### src/inc/dcwd_consts.vh
// constants for the drive control word decoder
`ifndef DCWD_CONSTS_VH
`define DCWD_CONSTS_VH

// control word bit positions
`define DCWD_CW_ON          0
`define DCWD_CW_COAST_INH   1
`define DCWD_CW_QUICK_INH   2
`define DCWD_CW_OPEN        3
`define DCWD_CW_NOSTOP      4
`define DCWD_CW_NOPAUSE     5
`define DCWD_CW_RUNTOG      6
`define DCWD_CW_FACK        7
`define DCWD_CW_JOG1        8
`define DCWD_CW_JOG2        9
`define DCWD_CW_CTRL        10
`define DCWD_CW_HOME        11
`define DCWD_CW_SPEED       12

// status word bit positions
`define DCWD_ST_RDYON       0
`define DCWD_ST_RDYOP       1
`define DCWD_ST_OPEN        2
`define DCWD_ST_FAULT       3
`define DCWD_ST_INHIBIT     6
`define DCWD_ST_WARN        7
`define DCWD_ST_ATTGT       10
`define DCWD_ST_ACK         12
`define DCWD_ST_STILL       13

// reset value and word width
`define DCWD_CW_RESET       16'h0000
`define DCWD_WIDTH          16

`endif

### src/hw/dcwd_top.v
// drive control word decoder: enable states, runs, jog, fault handling
`timescale 1ns/1ps
`default_nettype none
`include "dcwd_consts.vh"

module dcwd_top #(
	parameter W = `DCWD_WIDTH
) (
	input  wire         sys_clk,
	input  wire         rst,
	input  wire         cmdValid,
	input  wire [W-1:0] cmdWord,
	input  wire         driveError,
	input  wire         targetReached,
	input  wire         rangeEndReached,
	output reg  [W-1:0] statusWord,
	output reg          runPosition,
	output reg          runSpeed,
	output reg          runPaused,
	output reg          runClockwise,
	output reg          runEndless,
	output reg          runStartPulse,
	output reg          jog1Run,
	output reg          jog2Run,
	output reg          faultAckPulse
);
	// =====================================================
	// command word capture and edges
	// =====================================================
	reg  [W-1:0] word_q;
	reg          stb_q;
	wire [W-1:0] prevWord;
	wire [W-1:0] riseBits;
	wire [W-1:0] fallBits;

	always @(posedge sys_clk) begin
		if (rst) begin
			word_q <= `DCWD_CW_RESET;
			stb_q  <= 1'b0;
		end else begin
			stb_q <= cmdValid;
			if (cmdValid)
				word_q <= cmdWord;
		end
	end

	dcwd_edge #(
		.W(W)
	) uEdge (
		.sys_clk (sys_clk),
		.rst     (rst),
		.wordStb (stb_q),
		.wordIn  (word_q),
		.prevWord(prevWord),
		.riseBits(riseBits),
		.fallBits(fallBits)
	);

	// =====================================================
	// enable state machine
	// =====================================================
	wire stRdyOn;
	wire stRdyOp;
	wire stOpEn;
	wire stFault;
	wire stInhibit;
	wire fackFall;

	assign fackFall = fallBits[`DCWD_CW_FACK];

	dcwd_enable_fsm uFsm (
		.sys_clk  (sys_clk),
		.rst      (rst),
		.wordStb  (stb_q),
		.word     (word_q),
		.errorIn  (driveError),
		.fackFall (fackFall),
		.stRdyOn  (stRdyOn),
		.stRdyOp  (stRdyOp),
		.stOpEn   (stOpEn),
		.stFault  (stFault),
		.stInhibit(stInhibit)
	);

	// =====================================================
	// run control
	// =====================================================
	// reserved bits 1, 2, 11, 13..15 are ignored; host keeps them 0
	wire cNoStop;
	wire cNoPause;
	wire cTog;
	wire cSpeed;
	reg  ack_q;
	reg  atTgt_q;
	reg  warn_q;
	wire posStart;
	wire spdStart;
	wire spdStop;

	assign cNoStop = word_q[`DCWD_CW_NOSTOP];
	assign cNoPause = word_q[`DCWD_CW_NOPAUSE];
	assign cTog = word_q[`DCWD_CW_RUNTOG];
	assign cSpeed = word_q[`DCWD_CW_SPEED];

	// toggle handshake against acknowledge bit
	assign posStart = stb_q && stOpEn && !cSpeed && cNoStop
		&& (cTog != ack_q) && !runPosition && !runSpeed;
	// speed runs on edges of bit 6
	assign spdStart = stb_q && stOpEn && cSpeed
		&& riseBits[`DCWD_CW_RUNTOG] && !runPosition;
	assign spdStop = stb_q && fallBits[`DCWD_CW_RUNTOG];

	always @(posedge sys_clk) begin
		if (rst) begin
			runPosition   <= 1'b0;
			runSpeed      <= 1'b0;
			runPaused     <= 1'b0;
			runClockwise  <= 1'b0;
			runEndless    <= 1'b0;
			runStartPulse <= 1'b0;
			ack_q         <= 1'b0;
			atTgt_q       <= 1'b0;
		end else begin
			runStartPulse <= posStart | spdStart;
			if (!stOpEn) begin
				runPosition <= 1'b0;
				runSpeed    <= 1'b0;
				runPaused   <= 1'b0;
			end else begin
				if (posStart) begin
					runPosition <= 1'b1;
					runPaused   <= !cNoPause;
					ack_q       <= cTog;
					atTgt_q     <= 1'b0;
				end else if (runPosition) begin
					// a finished or aborted run is never left paused
					if (!cNoStop) begin
						runPosition <= 1'b0;
						runPaused   <= 1'b0;
					end else if (targetReached) begin
						runPosition <= 1'b0;
						runPaused   <= 1'b0;
						atTgt_q     <= 1'b1;
					end else
						runPaused <= !cNoPause;
				end
				if (spdStart) begin
					runSpeed     <= 1'b1;
					ack_q        <= cTog;
					runClockwise <= cNoStop;
					runEndless   <= cNoPause;
				end else if (runSpeed) begin
					if (spdStop)
						runSpeed <= 1'b0;
					else if (!runEndless && rangeEndReached)
						runSpeed <= 1'b0;
				end
			end
			if (!stRdyOp && !stFault && !stInhibit) begin
				ack_q   <= 1'b0;
				atTgt_q <= 1'b0;
			end
		end
	end

	// =====================================================
	// jog, fault acknowledge, warning
	// =====================================================
	always @(posedge sys_clk) begin
		if (rst) begin
			jog1Run       <= 1'b0;
			jog2Run       <= 1'b0;
			faultAckPulse <= 1'b0;
			warn_q        <= 1'b0;
		end else begin
			jog1Run <= stOpEn && word_q[`DCWD_CW_JOG1]
				&& !runPosition && !runSpeed;
			jog2Run <= stOpEn && word_q[`DCWD_CW_JOG2]
				&& !word_q[`DCWD_CW_JOG1]
				&& !runPosition && !runSpeed;
			faultAckPulse <= fackFall && stFault;
			if (driveError)
				warn_q <= 1'b1;
			else if (!stFault)
				warn_q <= 1'b0;
		end
	end

	// =====================================================
	// status word
	// =====================================================
	always @(posedge sys_clk) begin
		if (rst) begin
			statusWord <= {W{1'b0}};
		end else begin
			statusWord <= {W{1'b0}};
			statusWord[`DCWD_ST_RDYON]   <= stRdyOn;
			statusWord[`DCWD_ST_RDYOP]   <= stRdyOp;
			statusWord[`DCWD_ST_OPEN]    <= stOpEn;
			statusWord[`DCWD_ST_FAULT]   <= stFault;
			statusWord[`DCWD_ST_INHIBIT] <= stInhibit;
			statusWord[`DCWD_ST_WARN]    <= warn_q;
			// masked by state so a drop below ready-op clears at once
			statusWord[`DCWD_ST_ATTGT]   <= atTgt_q
				&& (stRdyOp || stFault || stInhibit);
			statusWord[`DCWD_ST_ACK]     <= ack_q
				&& (stRdyOp || stFault || stInhibit);
			statusWord[`DCWD_ST_STILL]   <= !runPosition && !runSpeed;
		end
	end
endmodule
`default_nettype wire

### src/hw/dcwd_edge.v
// previous-word store and per-bit edge detection of the control word
`timescale 1ns/1ps
`default_nettype none
`include "dcwd_consts.vh"

module dcwd_edge #(
	parameter W = `DCWD_WIDTH
) (
	input  wire         sys_clk,
	input  wire         rst,
	input  wire         wordStb,
	input  wire [W-1:0] wordIn,
	output wire [W-1:0] prevWord,
	output wire [W-1:0] riseBits,
	output wire [W-1:0] fallBits
);
	reg [W-1:0] prev_q;

	// compare only on a cyclic update
	always @(posedge sys_clk) begin
		if (rst)
			prev_q <= `DCWD_CW_RESET;
		else if (wordStb)
			prev_q <= wordIn;
	end

	assign prevWord = prev_q;
	assign riseBits = wordStb ? (wordIn & ~prev_q) : {W{1'b0}};
	assign fallBits = wordStb ? (~wordIn & prev_q) : {W{1'b0}};
endmodule
`default_nettype wire

### src/hw/dcwd_enable_fsm.v
// enable state machine of the drive
`timescale 1ns/1ps
`default_nettype none
`include "dcwd_consts.vh"

module dcwd_enable_fsm (
	input  wire       sys_clk,
	input  wire       rst,
	input  wire       wordStb,
	input  wire [15:0] word,
	input  wire       errorIn,
	input  wire       fackFall,
	output wire       stRdyOn,
	output wire       stRdyOp,
	output wire       stOpEn,
	output wire       stFault,
	output wire       stInhibit
);
	localparam [5:0] S_NRDY  = 6'h01;
	localparam [5:0] S_RDYON = 6'h02;
	localparam [5:0] S_RDYOP = 6'h04;
	localparam [5:0] S_OPEN  = 6'h08;
	localparam [5:0] S_FAULT = 6'h10;
	localparam [5:0] S_INHIB = 6'h20;

	reg [5:0] state_q;
	reg [5:0] state_d;
	wire      cOn;
	wire      cOp;
	wire      cCtl;
	wire      atLeastOp;

	assign cOn = word[`DCWD_CW_ON];
	assign cOp = word[`DCWD_CW_OPEN];
	assign cCtl = word[`DCWD_CW_CTRL];
	assign atLeastOp = state_q[2] | state_q[3];

	always @* begin
		state_d = state_q;
		case (state_q)
		S_NRDY: begin
			if (wordStb && cCtl)
				state_d = S_RDYON;
		end
		S_RDYON: begin
			if (wordStb && !cCtl)
				state_d = S_NRDY;
			else if (wordStb && cOn)
				state_d = S_RDYOP;
		end
		S_RDYOP: begin
			if (errorIn)
				state_d = S_FAULT;
			else if (wordStb && !cCtl)
				state_d = S_NRDY;
			else if (wordStb && !cOn)
				state_d = S_RDYON;
			else if (wordStb && cOp)
				state_d = S_OPEN;
		end
		S_OPEN: begin
			if (errorIn)
				state_d = S_FAULT;
			else if (wordStb && !cCtl)
				state_d = S_NRDY;
			else if (wordStb && !cOn)
				state_d = S_RDYON;
			else if (wordStb && !cOp)
				state_d = S_RDYOP;
		end
		S_FAULT: begin
			if (fackFall)
				state_d = S_INHIB;
		end
		S_INHIB: begin
			if (wordStb && !cOn)
				state_d = cCtl ? S_RDYON : S_NRDY;
		end
		default: state_d = S_NRDY;
		endcase
	end

	always @(posedge sys_clk) begin
		if (rst)
			state_q <= S_NRDY;
		else
			state_q <= state_d;
	end

	assign stRdyOn = state_q[1] | atLeastOp;
	assign stRdyOp = atLeastOp;
	assign stOpEn = state_q[3];
	assign stFault = state_q[4];
	assign stInhibit = state_q[5];
endmodule
`default_nettype wire

### config.mk
export PLATFORM = sky130hd
export DESIGN_NAME = dcwd_top
export DESIGN_NICKNAME = d
export VERILOG_FILES = /design/src/hw/dcwd_top.v /design/src/hw/dcwd_edge.v /design/src/hw/dcwd_enable_fsm.v
export VERILOG_INCLUDE_DIRS = /design/src /design/src/inc
export SDC_FILE = /design/constraint.sdc
export NUM_CORES = 1
export LEC_CHECK = 0
export BUFFER_PORTS_ARGS = -buffer_cell sky130_fd_sc_hd__buf_4
export CORE_ASPECT_RATIO = 1.75
export CORE_MARGIN = 2
export CORE_UTILIZATION = 46
export DETAILED_ROUTE_END_ITERATION = 8
export GPL_TIMING_DRIVEN = 0
export PLACE_DENSITY = 0.69
export SLEW_MARGIN = 10
export SYNTH_ARGS = -nofsm -noshare
export SYNTH_HDL_FRONTEND = slang
export SYNTH_SLANG_ARGS = --single-unit
### constraint.sdc
create_clock -name sys_clk -period 2 [get_ports sys_clk]
set_input_delay 0.1 -clock sys_clk [delete_from_list [all_inputs] [get_ports sys_clk]]
set_output_delay 0.1 -clock sys_clk [all_outputs]
set_load 0.01 [all_outputs]
==> results.py <==
metrics = {
    "run_status": {
        "status": "finished clean",
    },
    "logic_synthesis": {
        "synth-seq-area-share_pct": 45.7,
        "synthArstFlopShare_pct": 0,
        "postSynthCellCount": 189,
        "syn_area_um2": 1750,
        "synth-main-ff-cell": "dfxtp_1",
        "synth_area_per_cell_um2": 9.27,
        "ys_ff_latch": 40,
        "yosysUniqueCellTypes": 51,
        "yosysWarnings": 0,
        "synth_edf_count": 0,
    },
    "pwr": {
        "p_per_area_nw_per_um2": 883,
        "p_sw_share_pct": 30.3,
        "p_total_uw": 1900,
        "combPwrFrac_pct": 27.1,
        "seq_power_share_pct": 47.1,
        "ir_drop_mv": 0.676,
        "leakage_uw": 0.000928,
        "p_int_uw": 1330,
        "pwr-share-clk_pct": 25.8,
        "p_switching_uw": 578,
    },
    "routing": {
        "vias": 1447,
        "vias_per_cell": 5.15,
        "first_iter_violations": 36,
        "wl_per_cell_um": 14.2,
        "post-route-drc-count": 0,
        "ant_nets": 0,
        "firstDrtPassIters": 4,
        "drt-total-wl_um": 3990,
    },
    "placement": {
        "place.gp.congestion": 0.935,
        "dp.cells": 274,
        "placed_area_um2": 2080,
        "hpwl_um": 3040,
        "port_buffers": 33,
    },
    "die": {
        "coreArea_um2": 3630,
        "die_x_um": 50.6,
        "die-area_um2": 4340,
        "die_h_um": 85.6,
        "ios": 47,
        "rows": 29,
        "initial_core_util_pct": 48.3,
    },
    "worst_setup_path": {
        "crit_arrival_ns": 1.96,
        "start_kind": "register",
        "worstPathMaxFanout": 8,
        "critPathCaptureType": "register",
        "cp.required_ns": 2.13,
        "crit_type": "reg2reg",
    },
    "clocking": {
        "cts_sinks": 40,
        "cts_tree": "yes",
        "ctsRootBufferMaster": "clkbuf_8",
        "cts_resized": 0,
        "cts_made_buffers": 5,
        "post-cts-setup-buffers": 0,
        "clkLatencyLatePin_ns": 0.28,
        "clockBufferDepth": 2,
        "htree_levels": 2,
        "path_clk_slew_ns": 0.07,
        "ctsHoldBuffers": 0,
    },
    "timing": {
        "rsz0062_at_grt": "false",
        "hold_viol": 0,
        "tightestPinTransition_ns": 0.701,
        "finalSetupViolCount": 0,
        "fmax_mhz": 548,
        "timing.slew.headroom_pct": 53.3,
        "post-route-period-util_pct": 91.3,
        "finalCriticalPeriod_ns": 1.83,
        "finalMaxSlewViolations": 0,
        "fin_tns_setup_ns": 0,
        "skew_ns": 0.00375,
    },
    "layout": {
        "num-fill-cells": 347,
        "multiInputGateArea_um2": 843,
        "layoutNonFillerInstCount": 281,
        "regArea_um2": 801,
        "final_common_cell": "buf_4",
        "area_delta_synth_final_pct": 23.1,
        "antenna_cells": 0,
        "layout_common_cells": "41 x buf_4, 40 x dfxtp_1, 29 x nor2_1",
        "finalNetCount": 257,
        "drive_gt1_share_pct": 24.7,
        "finish.instance_area_um2": 2160,
    },
    "global_route": {
        "grt_first_pass_wirelength_um": 6740,
        "grtUsageTotal_pct": 20.5,
        "grt_max_degree": 12,
        "grt_pass1_vias": 1473,
        "grt_overflow": 0,
        "antenna_found_initial": 0,
    },
    "hold_path": {
        "hp-class": "in2reg",
    },
    "job": {
        "maxCapViolCount": 0,
    },
}
synthesized netlist by cell type, drive strengths merged (3+ instances only):
cell type | instances | area [µm²]
a31oi | 4 | 25.0
nor2b | 7 | 43.8
o21ai | 4 | 20.0
and2 | 3 | 18.8
nor4 | 3 | 18.8
nor3 | 6 | 30.0
inv | 8 | 30.0
nand2b | 5 | 31.3
mux2i | 15 | 150
a21oi | 8 | 40.0
dfxtp | 40 | 801
nor2 | 31 | 126
nand2 | 3 | 11.3
buf | 14 | 92.6
final timing paths:
| kind | startpoint | to | slack (ns) | depth (start not counted) |
|---|---|---|---|---|
| worst max register to register | uFsm.state_q[1] | uFsm.state_q[2] | 0.17 | 5 |
| worst min register to register | word_q[9] | jog2Run | 0.46 | 2 |
| worst max-delay path | uFsm.state_q[1] | uFsm.state_q[2] | 0.17 | 5 |
| worst min-delay path | rst | statusWord[3] | 0.03 | 2 |
state kept, by name, indices dropped and copies added (netlist names):
name / count
atTgt_q: 1
runPaused: 1
uEdge.prevWord: 2
jog1Run: 1
statusWord: 9
stb_q: 1
runPosition: 1
ack_q: 1
runEndless: 1
jog2Run: 1
uFsm.state_q: 6
runSpeed: 1
runStartPulse: 1
faultAckPulse: 1
word_q: 10
warn_q: 1
runClockwise: 1
kinds of logic after synthesis:
group | after synthesis | share of synthesized area, %
XOR/XNOR | 2 | 1.00
AO/OA/AOI/OAI | 31 | 12.9
buffers and inverters | 24 | 7.43
other | 1 | 0.214
AND/OR/NAND/NOR | 76 | 24.2
multiplexers | 15 | 8.57
flip-flops | 40 | 45.7
area by class of cell:
| class | instances | area share [%] |
|---|---|---|
| buffer | 16 | 4.64 |
| inverter | 8 | 1.39 |
| multi-input combinational | 131 | 39.1 |
| timing repair buffer | 33 | 11.5 |
| tap | 46 | 2.67 |
| clock buffer | 6 | 3.36 |
| clock inverter | 1 | 0.232 |
| sequential | 40 | 37.1 |
power by group through the flow:
stage / clock network, µW / logic, µW / registers [µW]
floorplan: 0 / 394 / 904
global placement: 0 / 508 / 914
detailed placement: 0 / 514 / 913
CTS: 510 / 514 / 895
global route: 544 / 573 / 901
finish: 491 / 516 / 897
worst max-delay path, cell delays in order (launching register included):
cell	delay (ns)
dfxtp_1	0.40
nor4b_1	0.43
nor4bb_1	0.36
a31oi_1	0.16
a31oi_1	0.26
a311oi_2	0.07
layer usage:
metal	GRT usage [%]	wire (µm)	up-vias
met3	3.83	117	10
met1	21.8	1580	667
li1	-	-	738
met2	37.1	2170	32
met5	0	0	-
met4	11.1	109	0
per-stage QoR:
stage	hold slack, ns	util, %	setup slack, ns
after global placement	0.326	57.3	0.206
after floorplan	0.179	-	0.394
after detailed placement	0.326	57.3	0.185
after CTS	0.0212	59.4	0.181
after global routing	0.0344	59.4	0.00553
final	0.0325	59.4	0.174
Note: power is estimated with default switching activity, not from simulation.
